## src/hdl/seq_defs.svh

```systemverilog
`ifndef SEQ_DEFS_SVH
`define SEQ_DEFS_SVH

// Register addresses
`define ADDR_TURN_ON_DELAY 8'h60
`define ADDR_RISE_INTERVAL 8'h61
`define ADDR_RISE_TIMEOUT_LIMIT 8'h62
`define ADDR_TURN_OFF_DELAY 8'h64
`define ADDR_RESTART_HOLD_OFF 8'hDC

// Register indices inside the raw store
`define IDX_TURN_ON_DELAY 3'h0
`define IDX_RISE_INTERVAL 3'h1
`define IDX_RISE_TIMEOUT_LIMIT 3'h2
`define IDX_TURN_OFF_DELAY 3'h3
`define IDX_RESTART_HOLD_OFF 3'h4
`define IDX_NONE 3'h7
`define REG_COUNT 5

// Reset values
`define RST_TURN_ON_DELAY 16'hBA00
`define RST_RISE_INTERVAL 16'hD280
`define RST_RISE_TIMEOUT_LIMIT 16'hD3C0
`define RST_TURN_OFF_DELAY 16'hBA00
`define RST_RESTART_HOLD_OFF 16'hFB20

// Field positions of the shared word encoding
`define EXP_MSB 15
`define EXP_LSB 11
`define MANT_SIGN 10
`define MANT_MSB 9

// Timing
`define CLK_MHZ 200
`define TICK_US 10
`define TICK_CYCLES (`TICK_US * `CLK_MHZ)
`define MIN_OFF_US 10
`define MIN_OFF_CYCLES (`MIN_OFF_US * `CLK_MHZ)
`define SHARE_LOSS_TICKS 2'h3
`define TICKS_PER_MS 17'h00064
`define HOLD_STEPS_PER_MS 17'h00005
`define HOLD_STEP_TICKS 21'h000014
`define STEP_MAX 17'h0FFDC
`define TICK_W 21
`define DAC_MODE_SERVO 2'h0

`endif

```

## src/hdl/seq_pkg.sv

```systemverilog
package seq_pkg;

    typedef enum logic [2:0]
    {
        ST_IDLE,
        ST_ON_DLY,
        ST_RISE,
        ST_ON,
        ST_OFF_DLY,
        ST_HOLD
    } seq_state_e;

    typedef logic [20:0] ticks_t;

endpackage

```

## src/hdl/supply_sequencing_timers.sv

```systemverilog
`include "seq_defs.svh"

// How it works
// [RULE_01] Enable output rises only after the on-delay counted on shared timebase ticks.
// [RULE_02] Servo starts after rise interval on shared ticks, only when DAC mode is 00.
// [RULE_03] Rise-timeout fault if output misses undervoltage limit within programmed time.
// [RULE_04] Reaching the undervoltage limit in time unmasks undervoltage detection.
// [RULE_05] A zero rise-timeout limit disables the timeout entirely.
// [RULE_06] Run or operation off waits the off-delay, then drops the enable.
// [RULE_07] Off-delay counts shared ticks when present, else internal oscillator ticks.
// [RULE_08] Sequencing delays are clamped to 655 ms with 10 us resolution.
// [RULE_09] Register reads return the raw value last written.
// [RULE_10] Run low for at least 10 us then high triggers a restart.
// [RULE_11] Restart drops the channel, holds it off, then runs the on sequence.
// [RULE_12] Off periods longer than hold-off are normal off and on transitions; the off time counts shared ticks only.
// [RULE_13] A zero hold-off disables the restart feature.
// [RULE_14] Hold-off is clamped to 13.1 s in 200 us steps; readback stays raw.
// [RULE_15] All timing registers use one shared millisecond encoding.
// [RULE_16] Off request during on-delay or rise cancels those timers first.
module supply_sequencing_timers
(
    input wire logic clock_in,
    input wire logic rst_b_in,
    input wire logic [7:0] reg_addr_in,
    input wire logic [15:0] reg_wdata_in,
    input wire logic reg_wr_in,
    input wire logic reg_rd_in,
    output logic [15:0] reg_rdata_out,
    input wire logic share_clk_in,
    input wire logic run_ctrl_in,
    input wire logic operation_on_in,
    input wire logic [1:0] dac_mode_in,
    input wire logic uv_ok_in,
    output logic converter_enable_output,
    output logic servo_enable_out,
    output logic uv_unmask_out,
    output logic rise_timeout_fault_out,
    output logic share_present_out
);

    ////////////////////////////////////////////////////////////////////////////
    // Reset release
    logic [1:0] rst_pipe_r;
    logic rst_n;

    always_ff @(posedge clock_in or negedge rst_b_in)
    begin
        if (!rst_b_in)
            rst_pipe_r <= 2'h0;
        else
            rst_pipe_r <= {rst_pipe_r[0], 1'b1};
    end

    assign rst_n = rst_pipe_r[1];

    ////////////////////////////////////////////////////////////////////////////
    // Pin synchronisers: index 0 shared clock, index 1 run control
    logic [1:0] pin_raw;
    logic [1:0] pin_stable;

    assign pin_raw = {run_ctrl_in, share_clk_in};

    generate
        for (genvar p = 0; p < 2; p++)
        begin : g_sync
            logic [2:0] sync_r;
            logic stable_r;
            logic stable_nxt;

            // Stable only updates when stages two and three agree, filtering glitches
            always_comb
            begin
                stable_nxt = (sync_r[1] == sync_r[2]) ? sync_r[2] : stable_r;
            end

            always_ff @(posedge clock_in or negedge rst_n)
            begin
                if (!rst_n)
                begin
                    sync_r <= 3'h0;
                    stable_r <= 1'b0;
                end
                else
                begin
                    sync_r <= {sync_r[1:0], pin_raw[p]};
                    stable_r <= stable_nxt;
                end
            end

            assign pin_stable[p] = stable_r;
        end
    endgenerate

    ////////////////////////////////////////////////////////////////////////////
    // Timebases
    logic [11:0] osc_cnt_r;
    logic [11:0] osc_cnt_nxt;
    logic share_prev_r;
    logic [1:0] share_idle_r;
    logic [1:0] share_idle_nxt;
    logic osc_tick;
    logic share_tick;
    logic off_tick;

    assign osc_tick = (osc_cnt_r == 12'(`TICK_CYCLES - 1));
    assign share_tick = share_prev_r && !pin_stable[0];
    assign share_present_out = (share_idle_r != `SHARE_LOSS_TICKS);
    assign off_tick = share_present_out ? share_tick : osc_tick; // RULE_07

    always_comb
    begin
        osc_cnt_nxt = osc_tick ? 12'h000 : osc_cnt_r + 12'h001;
        share_idle_nxt = share_idle_r;
        if (share_tick)
            share_idle_nxt = 2'h0;
        else if (osc_tick && share_present_out)
            share_idle_nxt = share_idle_r + 2'h1;
    end

    always_ff @(posedge clock_in or negedge rst_n)
    begin
        if (!rst_n)
        begin
            osc_cnt_r <= 12'h000;
            share_prev_r <= 1'b0;
            share_idle_r <= `SHARE_LOSS_TICKS;
        end
        else
        begin
            osc_cnt_r <= osc_cnt_nxt;
            share_prev_r <= pin_stable[0];
            share_idle_r <= share_idle_nxt;
        end
    end

    ////////////////////////////////////////////////////////////////////////////
    // Register store
    function automatic logic [2:0] reg_index(input logic [7:0] addr);
        case (addr)
            `ADDR_TURN_ON_DELAY: reg_index = `IDX_TURN_ON_DELAY;
            `ADDR_RISE_INTERVAL: reg_index = `IDX_RISE_INTERVAL;
            `ADDR_RISE_TIMEOUT_LIMIT: reg_index = `IDX_RISE_TIMEOUT_LIMIT;
            `ADDR_TURN_OFF_DELAY: reg_index = `IDX_TURN_OFF_DELAY;
            `ADDR_RESTART_HOLD_OFF: reg_index = `IDX_RESTART_HOLD_OFF;
            default: reg_index = `IDX_NONE;
        endcase
    endfunction

    logic [`REG_COUNT-1:0][15:0] raw_r;
    logic [`REG_COUNT-1:0][15:0] raw_nxt;
    logic [15:0] rdata_r;
    logic [15:0] rdata_nxt;
    logic [2:0] wr_idx;
    logic [2:0] rd_idx;

    assign wr_idx = reg_index(reg_addr_in);
    assign rd_idx = reg_index(reg_addr_in);

    // Raw words are kept; clamping lives only in the tick converters
    always_comb
    begin
        raw_nxt = raw_r;
        rdata_nxt = rdata_r;
        if (reg_wr_in && wr_idx != `IDX_NONE)
            raw_nxt[wr_idx] = reg_wdata_in; // RULE_09
        if (reg_rd_in)
            rdata_nxt = (rd_idx == `IDX_NONE) ? 16'h0000 : raw_r[rd_idx]; // RULE_09
    end

    always_ff @(posedge clock_in or negedge rst_n)
    begin
        if (!rst_n)
        begin
            raw_r[`IDX_TURN_ON_DELAY] <= `RST_TURN_ON_DELAY;
            raw_r[`IDX_RISE_INTERVAL] <= `RST_RISE_INTERVAL;
            raw_r[`IDX_RISE_TIMEOUT_LIMIT] <= `RST_RISE_TIMEOUT_LIMIT;
            raw_r[`IDX_TURN_OFF_DELAY] <= `RST_TURN_OFF_DELAY;
            raw_r[`IDX_RESTART_HOLD_OFF] <= `RST_RESTART_HOLD_OFF;
            rdata_r <= 16'h0000;
        end
        else
        begin
            raw_r <= raw_nxt;
            rdata_r <= rdata_nxt;
        end
    end

    assign reg_rdata_out = rdata_r;

    ////////////////////////////////////////////////////////////////////////////
    // Word to tick conversion, one converter per register
    seq_pkg::ticks_t ticks [`REG_COUNT];

    generate
        for (genvar r = 0; r < `REG_COUNT; r++)
        begin : g_conv
            l11_ticks u_conv
            (
                .clock_in(clock_in),
                .rst_b_in(rst_n),
                .word_in(raw_r[r]),
                .hold_in(r == `REG_COUNT - 1),
                .ticks_out(ticks[r])
            );
        end
    endgenerate

    ////////////////////////////////////////////////////////////////////////////
    // Run-control off measurement
    logic req;
    logic req_prev_r;
    logic run_prev_r;
    logic run_rise;
    logic [11:0] low_cyc_r;
    logic [11:0] low_cyc_nxt;
    logic [20:0] low_ticks_r;
    logic [20:0] low_ticks_nxt;
    logic restart_go;
    logic [20:0] hold_ticks;

    assign req = pin_stable[1] && operation_on_in;
    assign run_rise = pin_stable[1] && !run_prev_r;
    assign hold_ticks = ticks[`IDX_RESTART_HOLD_OFF];
    // Drops of 10 us up to the hold-off restart; shorter or longer ones and a zero hold-off fall through to normal on
    assign restart_go = run_rise && operation_on_in
        && low_cyc_r >= 12'(`MIN_OFF_CYCLES) // RULE_10
        && hold_ticks != 21'h000000 // RULE_13
        && low_ticks_r <= hold_ticks; // RULE_12

    always_comb
    begin
        low_cyc_nxt = low_cyc_r;
        low_ticks_nxt = low_ticks_r;
        if (pin_stable[1])
        begin
            low_cyc_nxt = 12'h000;
            low_ticks_nxt = 21'h000000;
        end
        else
        begin
            if (low_cyc_r < 12'(`MIN_OFF_CYCLES))
                low_cyc_nxt = low_cyc_r + 12'h001;
            if (share_tick && low_ticks_r != 21'h1FFFFF)
                low_ticks_nxt = low_ticks_r + 21'h000001;
        end
    end

    always_ff @(posedge clock_in or negedge rst_n)
    begin
        if (!rst_n)
        begin
            req_prev_r <= 1'b0;
            run_prev_r <= 1'b0;
            low_cyc_r <= 12'h000;
            low_ticks_r <= 21'h000000;
        end
        else
        begin
            req_prev_r <= req;
            run_prev_r <= pin_stable[1];
            low_cyc_r <= low_cyc_nxt;
            low_ticks_r <= low_ticks_nxt;
        end
    end

    ////////////////////////////////////////////////////////////////////////////
    // Sequencer
    seq_pkg::seq_state_e state_r;
    seq_pkg::seq_state_e state_nxt;
    logic en_r;
    logic en_nxt;
    logic fault_r;
    logic fault_nxt;
    logic unmask_r;
    logic unmask_nxt;
    logic servo_r;
    logic servo_nxt;
    logic load_a;
    logic tick_a;
    logic [20:0] val_a;
    logic done_a;
    logic load_t;
    logic cancel_t;
    logic done_t;
    logic busy_t;

    always_comb
    begin
        state_nxt = state_r;
        en_nxt = en_r;
        load_a = 1'b0;
        val_a = ticks[`IDX_TURN_ON_DELAY];
        tick_a = share_tick; // RULE_01 RULE_02 RULE_11
        unique case (state_r)
            seq_pkg::ST_IDLE:
            begin
                if (restart_go)
                begin
                    state_nxt = seq_pkg::ST_HOLD;
                    load_a = 1'b1;
                    val_a = hold_ticks;
                end
                else if (req && !req_prev_r)
                begin
                    state_nxt = seq_pkg::ST_ON_DLY;
                    load_a = 1'b1;
                end
            end
            seq_pkg::ST_ON_DLY, seq_pkg::ST_RISE, seq_pkg::ST_ON:
            begin
                if (!req)
                begin
                    // Reload replaces any pending count
                    state_nxt = seq_pkg::ST_OFF_DLY; // RULE_16
                    load_a = 1'b1;
                    val_a = ticks[`IDX_TURN_OFF_DELAY];
                end
                else if (state_r == seq_pkg::ST_ON_DLY && done_a)
                begin
                    state_nxt = seq_pkg::ST_RISE;
                    en_nxt = 1'b1; // RULE_01
                    load_a = 1'b1;
                    val_a = ticks[`IDX_RISE_INTERVAL];
                end
                else if (state_r == seq_pkg::ST_RISE && done_a)
                begin
                    state_nxt = seq_pkg::ST_ON; // RULE_02
                end
            end
            seq_pkg::ST_OFF_DLY:
            begin
                tick_a = off_tick; // RULE_07
                if (restart_go)
                begin
                    state_nxt = seq_pkg::ST_HOLD;
                    en_nxt = 1'b0; // RULE_11
                    load_a = 1'b1;
                    val_a = hold_ticks;
                end
                else if (req && !req_prev_r)
                begin
                    state_nxt = seq_pkg::ST_ON_DLY;
                    en_nxt = 1'b0;
                    load_a = 1'b1;
                end
                else if (done_a)
                begin
                    state_nxt = seq_pkg::ST_IDLE;
                    en_nxt = 1'b0; // RULE_06
                end
            end
            seq_pkg::ST_HOLD:
            begin
                if (done_a)
                begin
                    state_nxt = req ? seq_pkg::ST_ON_DLY : seq_pkg::ST_IDLE; // RULE_11
                    load_a = req;
                end
            end
        endcase
    end

    // Fault sets win over the clear at a new on sequence
    always_comb
    begin
        load_t = en_nxt && !en_r && ticks[`IDX_RISE_TIMEOUT_LIMIT] != 21'h000000; // RULE_05
        cancel_t = uv_ok_in || !en_r;
        fault_nxt = fault_r;
        if (state_nxt == seq_pkg::ST_ON_DLY && state_r != seq_pkg::ST_ON_DLY)
            fault_nxt = 1'b0;
        if (done_t)
            fault_nxt = 1'b1; // RULE_03
        unmask_nxt = en_r && (unmask_r || (uv_ok_in && !fault_r && !done_t)); // RULE_04
        servo_nxt = state_nxt == seq_pkg::ST_ON && dac_mode_in == `DAC_MODE_SERVO; // RULE_02
    end

    always_ff @(posedge clock_in or negedge rst_n)
    begin
        if (!rst_n)
        begin
            state_r <= seq_pkg::ST_IDLE;
            en_r <= 1'b0;
            fault_r <= 1'b0;
            unmask_r <= 1'b0;
            servo_r <= 1'b0;
        end
        else
        begin
            state_r <= state_nxt;
            en_r <= en_nxt;
            fault_r <= fault_nxt;
            unmask_r <= unmask_nxt;
            servo_r <= servo_nxt;
        end
    end

    seq_timer u_phase
    (
        .clock_in(clock_in),
        .rst_b_in(rst_n),
        .load_in(load_a),
        .cancel_in(1'b0),
        .value_in(val_a),
        .tick_in(tick_a),
        .busy_out(),
        .done_out(done_a)
    );

    seq_timer u_timeout
    (
        .clock_in(clock_in),
        .rst_b_in(rst_n),
        .load_in(load_t),
        .cancel_in(cancel_t),
        .value_in(ticks[`IDX_RISE_TIMEOUT_LIMIT]),
        .tick_in(share_tick), // RULE_03
        .busy_out(busy_t),
        .done_out(done_t)
    );

    assign converter_enable_output = en_r;
    assign servo_enable_out = servo_r;
    assign uv_unmask_out = unmask_r;
    assign rise_timeout_fault_out = fault_r;
endmodule

```

## src/hdl/l11_ticks.sv

```systemverilog
`include "seq_defs.svh"

module l11_ticks
(
    input wire logic clock_in,
    input wire logic rst_b_in,
    input wire logic [15:0] word_in,
    input wire logic hold_in,
    output logic [20:0] ticks_out
);

    logic [4:0] expo;
    logic [4:0] nshift;
    logic [16:0] mant;
    logic [16:0] prod;
    logic [47:0] wide;
    logic [16:0] steps;
    logic [20:0] ticks_nxt;
    logic [20:0] ticks_r;

    ////////////////////////////////////////////////////////////////////////////
    // Negative durations make no sense, so they count as zero
    always_comb
    begin
        expo = word_in[`EXP_MSB:`EXP_LSB];
        nshift = 5'(-expo);
        mant = word_in[`MANT_SIGN] ? 17'h00000 : {7'h00, word_in[`MANT_MSB:0]};
        prod = mant * (hold_in ? `HOLD_STEPS_PER_MS : `TICKS_PER_MS);
        if (!expo[4])
        begin
            wide = {31'h0, prod} << expo[3:0];
        end
        else
        begin
            // Round to nearest step
            wide = ({31'h0, prod} + (48'h1 << (nshift - 5'h01))) >> nshift;
        end
        steps = (wide > {31'h0, `STEP_MAX}) ? `STEP_MAX : wide[16:0]; // RULE_08 RULE_14
        ticks_nxt = hold_in ? 21'(steps) * `HOLD_STEP_TICKS : 21'(steps); // RULE_15
    end

    always_ff @(posedge clock_in or negedge rst_b_in)
    begin
        if (!rst_b_in)
            ticks_r <= 21'h000000;
        else
            ticks_r <= ticks_nxt;
    end

    assign ticks_out = ticks_r;
endmodule

```

## src/hdl/seq_timer.sv

```systemverilog
module seq_timer
(
    input wire logic clock_in,
    input wire logic rst_b_in,
    input wire logic load_in,
    input wire logic cancel_in,
    input wire logic [20:0] value_in,
    input wire logic tick_in,
    output logic busy_out,
    output logic done_out
);

    logic [20:0] cnt_r;
    logic [20:0] cnt_nxt;
    logic run_r;
    logic run_nxt;
    logic done_r;
    logic done_nxt;

    ////////////////////////////////////////////////////////////////////////////
    always_comb
    begin
        cnt_nxt = cnt_r;
        run_nxt = run_r;
        done_nxt = 1'b0;
        if (load_in)
        begin
            cnt_nxt = value_in;
            run_nxt = (value_in != 21'h000000);
            done_nxt = (value_in == 21'h000000);
        end
        else if (cancel_in)
        begin
            run_nxt = 1'b0;
        end
        else if (run_r && tick_in)
        begin
            if (cnt_r == 21'h000001)
            begin
                run_nxt = 1'b0;
                done_nxt = 1'b1;
            end
            cnt_nxt = cnt_r - 21'h000001;
        end
    end

    always_ff @(posedge clock_in or negedge rst_b_in)
    begin
        if (!rst_b_in)
        begin
            cnt_r <= 21'h000000;
            run_r <= 1'b0;
            done_r <= 1'b0;
        end
        else
        begin
            cnt_r <= cnt_nxt;
            run_r <= run_nxt;
            done_r <= done_nxt;
        end
    end

    assign busy_out = run_r;
    assign done_out = done_r;
endmodule

```

## config.mk

```make
export PLATFORM = sky130hd
export DESIGN_NAME = supply_sequencing_timers
export DESIGN_NICKNAME = d
export VERILOG_FILES = /design/src/hdl/seq_pkg.sv /design/src/hdl/supply_sequencing_timers.sv /design/src/hdl/l11_ticks.sv /design/src/hdl/seq_timer.sv
export VERILOG_INCLUDE_DIRS = /design/src /design/src/hdl
export SDC_FILE = /design/constraint.sdc
export NUM_CORES = 2
export LEC_CHECK = 0
export ABC_AREA = 1
export CAP_MARGIN = 20
export CORE_ASPECT_RATIO = 1.75
export CORE_UTILIZATION = 31
export DETAILED_ROUTE_END_ITERATION = 16
export DONT_BUFFER_PORTS = 1
export PLACE_DENSITY_LB_ADDON = 0.12
export SETUP_SLACK_MARGIN = 0.3
export SLEW_MARGIN = 20
export SYNTH_ARGS = -nofsm -noshare
export SYNTH_HDL_FRONTEND = slang
export SYNTH_HIERARCHICAL = 1
export SYNTH_SLANG_ARGS = --single-unit
```

## constraint.sdc

```tcl
create_clock -name clock_in -period 24.7 [get_ports clock_in]
set_input_delay 0 -clock clock_in [delete_from_list [all_inputs] [get_ports clock_in]]
set_output_delay 0 -clock clock_in [all_outputs]
set_load 0.03 [all_outputs]
```

## Word level (Yosys, flattened, before mapping)

Cells that the tools add are included.

- Flip-flop bits (word level): 296
- Input bits: 34

- Magnitude comparators: 10
- Reduce and logical (&&, ||, !) cells: 52
- Equal/unequal tests: 23
- $add $sub $neg: 21
- Muxes and demuxes: 79
- Shift operators: 15
- Multipliers: 6

Operator list:

| operator | number |
|---|---|
| adder 17 x 48 -> 48 bit | 5 |
| > comparator 48 x 16 -> 1 bit (second input constant) | 5 |
| 2-to-1 mux 48 bit | 5 |
| << shifter 1 x 5 -> 48 bit (first input constant) | 5 |
| << shifter 17 x 4 -> 48 bit | 5 |
| right shift 48 x 5 -> 48 bit | 5 |
| 2-to-1 mux 21 bit | 8 |
| 2-to-1 mux 17 bit | 7 |
| bitwise mux 80 bit | 1 |
| multiplier 17 x 5 -> 15 bit (second input constant) | 4 |
| nonzero test 21 bit | 3 |
| 2-to-1 mux 10 bit | 5 |
| binary-select mux 16 bit (select 3 bit) | 1 |
| demux 16 bit (select 3 bit) | 1 |
| 2-to-1 mux 16 bit | 3 |
| == test 21 x 1 -> 1 bit (second input constant) | 2 |
| zero test 21 bit | 2 |
| case mux 21 bit (2 select lines) | 1 |
| subtractor 21 x 1 -> 21 bit (second input constant) | 2 |
| 2-to-1 mux 12 bit | 3 |
| == test 8 x 7 -> 1 bit (second input constant) | 4 |
| 2-to-1 mux 1 bit | 29 |
| 2-to-1 mux 3 bit | 9 |
| negator 5 bit | 5 |
| other kinds (36) | 86 |

## Longest topological paths before layout

- Depth in word-level cells: 12
- Mapped depth: 74
- Depth with buffers taken out: 72

## By module

Netlist, hierarchy kept.

By module, submodules not included:

| module | area each (um^2) | instances | cells an instance |
|---|---|---|---|
| l11_ticks at g_conv[1].u_conv ... | 7,241.9 | 2 | 1,226 |
| supply_sequencing_timers | 9,414.0 | 1 | 1,225 |
| l11_ticks at g_conv[4].u_conv | 7,203.2 | 1 | 1,246 |
| l11_ticks at g_conv[2].u_conv | 7,100.6 | 1 | 1,222 |
| l11_ticks at g_conv[0].u_conv | 7,093.1 | 1 | 1,188 |
| seq_timer | 1,799.2 | 2 | 271 |

## Worst setup path after synthesis

No wires, ideal clock.

- Path type: reg-to-reg
- From: register raw_r[74] (netlist bit)
- To: register g_conv[4].u_conv.ticks_r[19]
- Buffers on the path: 3
- Slack: 16.595 ns
- Data arrival time: 7.986 ns
- Stages on the path, launching flop included: 57
- Setup time: 0.118 ns
- Clock period less this slack: 8.105 ns
- Path through: dfrtp_1 clkbuf_1 buf_1 nor2_1 fa_1 ha_1 fa_1 ha_1 nand2_1 inv_1 nand2_1 nand2_1 a21oi_1 nor2_1 nor2_1 xnor2_1 ha_1 nand2_1 [21 not listed] fa_1 nand3_1 nand2_1 a21oi_1 o21bai_1 nand2_1 nand2_1 a21oi_1 o21ai_0 a21oi_1 o21bai_1 nand2_1 inv_1 nor2_1 nor2_1 nor2_1 xor2_1 nor2_1

- Cells in the longest elaborated chain, start to end: 8

RTL lines:

| what | line | RTL |
|---|---|---|
| start, declared | supply_sequencing_timers.sv:149 | `` logic [`REG_COUNT-1:0][15:0] raw_r; `` |
| start signal, assigned by index | supply_sequencing_timers.sv:174 | `` raw_r[`IDX_TURN_ON_DELAY] <= `RST_TURN_ON_DELAY; `` |
| start signal, assigned by index | supply_sequencing_timers.sv:175 | `` raw_r[`IDX_RISE_INTERVAL] <= `RST_RISE_INTERVAL; `` |
| start signal, assigned by index | supply_sequencing_timers.sv:176 | `` raw_r[`IDX_RISE_TIMEOUT_LIMIT] <= `RST_RISE_TIMEOUT_LIMIT; `` |
| 2-to-1 mux 10 bit * | l11_ticks.sv:27 | `` mant = word_in[`MANT_SIGN] ? 17'h00000 : {7'h00, word_in[`MANT_MSB:0]}; `` |
| multiplier 17 x 3 -> 17 bit * | l11_ticks.sv:28 | `` prod = mant * (hold_in ? `HOLD_STEPS_PER_MS : `TICKS_PER_MS); `` |
| adder 17 x 48 -> 48 bit | l11_ticks.sv:36 | `wide = ({31'h0, prod} + (48'h1 << (nshift - 5'h01))) >> nshift;` |
| right shift 48 x 5 -> 48 bit | l11_ticks.sv:36 |  |
| 2-to-1 mux 48 bit * | l11_ticks.sv:29 | `if (!expo[4])` |
| > comparator 48 x 16 -> 1 bit | l11_ticks.sv:38 | `` steps = (wide > {31'h0, `STEP_MAX}) ? `STEP_MAX : wide[16:0]; `` |
| 2-to-1 mux 17 bit * | l11_ticks.sv:38 |  |
| multiplier 17 x 3 -> 19 bit (no line) * | -- |  |
| net g_conv[4].u_conv.ticks_nxt[19] | l11_ticks.sv:18 | `logic [20:0] ticks_nxt;` |
| end signal, assigned | l11_ticks.sv:47 | `ticks_r <= ticks_nxt;` |
| end, declared | l11_ticks.sv:19 | `logic [20:0] ticks_r;` |

The timed path passes the listed nets; every way through them passes the cells marked *.
A chain may end at the register's enable or synchronous reset.

## Worst setup path in the final report

- From: register raw_r[75] (netlist bit)
- To: register g_conv[4].u_conv.ticks_r[19]

- Cells in the longest elaborated chain, start to end: 9

RTL lines:

| what | line | RTL |
|---|---|---|
| negator 5 bit | l11_ticks.sv:26 | `nshift = 5'(-expo);` |
| subtractor 5 x 1 -> 5 bit | l11_ticks.sv:36 |  |
| << shifter 1 x 5 -> 48 bit | l11_ticks.sv:36 |  |
| adder 17 x 48 -> 48 bit | l11_ticks.sv:36 |  |
| right shift 48 x 5 -> 48 bit | l11_ticks.sv:36 |  |
| 2-to-1 mux 48 bit * | l11_ticks.sv:29 |  |
| > comparator 48 x 16 -> 1 bit | l11_ticks.sv:38 |  |
| 2-to-1 mux 17 bit * | l11_ticks.sv:38 |  |
| multiplier 17 x 3 -> 19 bit (no line) * | -- |  |
| net g_conv[4].u_conv.ticks_nxt[19] | l11_ticks.sv:18 |  |

Marks and branches as above.

==> results.json <==
{
  "cts_buffer_depth": 3,
  "hold_depth": 5,
  "ant_nets": 0,
  "status": "complete, no violations",
  "rsz0062_at_grt": "false",
  "yosysSeqAreaShare_pct": 16.2,
  "cts_tree": "done",
  "grt_max_degree": 73,
  "cts_buffers": 42,
  "critPathMaxStageDelay_ns": 0.54,
  "cp-end-kind": "register",
  "port_buffers": 0,
  "layout-drive-gt1-share_pct": 7.43,
  "worstPathRequired_ns": 25.17,
  "synthDistinctLibCells": 73,
  "vias": 50806,
  "nets": 8301,
  "seq_area_mm2": 0.00790,
  "wirelength_mm": 189,
  "clk_latency_ns": 0.64,
  "grt_util_all_layers_pct": 23.4,
  "die_area_mm2": 0.159,
  "die_y_um": 527,
  "detail_route.iter0.violations": 2493,
  "maxSlewHeadroom_pct": 29.8,
  "via_per_inst": 5.21,
  "wl_per_cell_um": 19.4,
  "ir_drop_mv": 0.0517,
  "synth_area_mm2": 0.0489,
  "slew_violations": 0,
  "final_util_pct": 33.3,
  "antenna_cells": 0,
  "initial_utilization_pct": 31.3,
  "power_density_mw_per_mm2": 33.5,
  "placementRows": 192,
  "h-tree-depth": 2,
  "ys.flop_type": "dfrtp_1",
  "io_pins": 55,
  "tns_ns": 0,
  "hp-start": "reg_addr_in[4]",
  "drc_errors": 0,
  "max-cap-violations": 0,
  "antenna_found_initial": 0,
  "worst_pin_slew_ns": 1.04,
  "ys_ff_latch": 314,
  "worstSetupPathType": "register to register",
  "layout_common_cells": "nand2_1, nand3_1, inv_1, nor2_1, ha_1",
  "fin_crit_sh_pct": 39.6,
  "hpwl_mm": 156,
  "hold_viol": 0,
  "whs_endpoint": "reg_rdata_out[9]$_DFFE_PN0P_",
  "fin_skew_ns": 0.0553,
  "cp_slowest_cell": "a21oi_4",
  "gp_congestion": 0.955,
  "grt_overflow_total": 0,
  "yosysWarnings": 6,
  "reg2reg_slack_ns": 14.93,
  "r2r_start": "raw_r[75]$_DFFE_PN1P_",
  "synth_area_per_cell_um2": 6.21,
  "final_common_cell": "nand2_1",
  "clk_pin_slew_ns": 0.06,
  "cts_resized": 0,
  "fill_cells": 17570,
  "power_mw": 1.75,
  "multiInputGateArea_mm2": 0.0360,
  "cts_root_buffer": "clkbuf_16",
  "synth_cells": 7875,
  "hold_buffers": 29,
  "fmax_mhz": 102,
  "worstPathMaxFanout": 57,
  "grt_pass1_vias": 50885,
  "grt_pass1_wl_mm": 290,
  "layout-area-overhead-vs-synth_pct": 6.59,
  "rr_worst_depth": 51,
  "cts_sinks": 314,
  "drtPass1Iterations": 6,
  "cts_setup_buffers": 0,
  "die_x_um": 302,
  "setup_viol": 0,
  "ys_async_sr_fraction_pct": 100,
  "start_kind": "register",
  "regToRegEndpoint": "g_conv[4].u_conv/ticks_out[19]$_DFF_PN0_",
  "p_leak_nw": 27.9,
  "hold_path.class": "input port to register",
  "cp.arrival_ns": 10.25,
  "min_period_ns": 9.77,
  "coreArea_mm2": 0.156,
  "synth-edff-count": 0,
  "critPathMostFrequentCell": "nand2_1"
}
[metal layers]
layer	routed length [um]	part of all wire, %	up-vias	GRT usage (%)
met5	0	0	-	0
met4	12800	6.8	0	13.8
met3	4710	2.5	434	1.90
met2	102000	54	993	45.7
met1	69200	37	23744	23.6
li1	-	-	25635	-
[flip-flops by register name (all words and copies together), names as in the netlist, 2 cells and up]
name / flops
g_conv.u_conv/ticks_out: 105
g_sync.stable_r: 2
g_sync.sync_r: 6
low_cyc_r: 12
low_ticks_r: 21
osc_cnt_r: 12
raw_r: 80
reg_rdata_out: 16
rst_pipe_r: 2
share_idle_r: 2
state_r: 3
u_phase/cnt_r: 21
u_timeout/cnt_r: 21
[worst max-delay path by stage]
stage / start / endpoint / slack, ns / cells past startpoint
after floorplan: rst_pipe_r[1]$_DFF_PN0_ / converter_enable_output$_DFF_PN0_ / 15.36 / 0
after global placement: raw_r[75]$_DFFE_PN1P_ / g_conv[4].u_conv/ticks_out[19]$_DFF_PN0_ / 15.01 / 51
after detailed placement: raw_r[75]$_DFFE_PN1P_ / g_conv[4].u_conv/ticks_out[19]$_DFF_PN0_ / 14.99 / 53
after CTS: raw_r[75]$_DFFE_PN1P_ / g_conv[4].u_conv/ticks_out[19]$_DFF_PN0_ / 14.91 / 53
after global routing: raw_r[75]$_DFFE_PN1P_ / g_conv[4].u_conv/ticks_out[19]$_DFF_PN0_ / 14.01 / 51
final: raw_r[75]$_DFFE_PN1P_ / g_conv[4].u_conv/ticks_out[19]$_DFF_PN0_ / 14.93 / 51
[worst max-delay path, delay by kind of cell (launching register included)]
kind / cells / cell delay, ns
simple gates: 31 / 4.03
flops: 1 / 0.51
compound gates: 8 / 1.79
buf+inv: 6 / 1.29
fa+ha+maj: 5 / 1.78
xor+xnor: 1 / 0.17
[cells in the mapped netlist (55+ instances only)]
cell	count	area, um^2
a21oi_1	313	1570
buf_1	56	210
buf_2	73	365
clkbuf_1	150	563
dfrtp_1	282	7060
fa_1	55	1100
ha_1	525	6570
inv_1	870	3270
nand2_1	2176	8170
nand2_2	100	626
nand3_1	895	4480
nand3_2	73	731
nand4_1	142	888
nor2_1	575	2160
nor3_1	143	716
o21ai_0	484	2420
o21ai_1	103	515
xor2_1	126	1100
[logic make-up after synthesis]
family                   synth area share (%)
adder cells (fa/ha/maj)                  15.7
AND/OR/NAND/NOR                          40.7
AO/OA/AOI/OAI                            13.6
flip-flops                               16.2
multiplexers                            0.266
XOR/XNOR                                 3.10
buffers and inverters                    10.4
other                                  0.0537
[area by class of cell]
class	instances	share of cell area, %
multi-input cells	6328	69.0
flip-flops and latches	314	15.2
inverters	929	6.71
well taps	2037	4.89
clock buffers	56	2.27
repair buffers	72	1.20
clock inverters	22	0.723
[power breakdown]
group          internal [mW]  leakage [nW]  switching, mW  total [mW]
sequential             0.542          4.19         0.0422       0.584
combinational          0.138          22.9          0.336       0.474
clock                  0.416         0.756          0.272       0.688
[per-stage QoR]
step           area [um^2]  hold slack (ns)  instances  setup WS [ns]
2_1_floorplan        49000           -0.296       7897          15.36
3_3_place_gp         50200           -0.296       9649          15.01
3_5_place_dp         50200           -0.296       9650          14.99
4_1_cts              52100           0.0133       9757          14.91
5_1_grt              52100           0.0856       9758          14.01
6_report             52100           0.0438       9758          14.93
(Power assumes the default switching activity.)
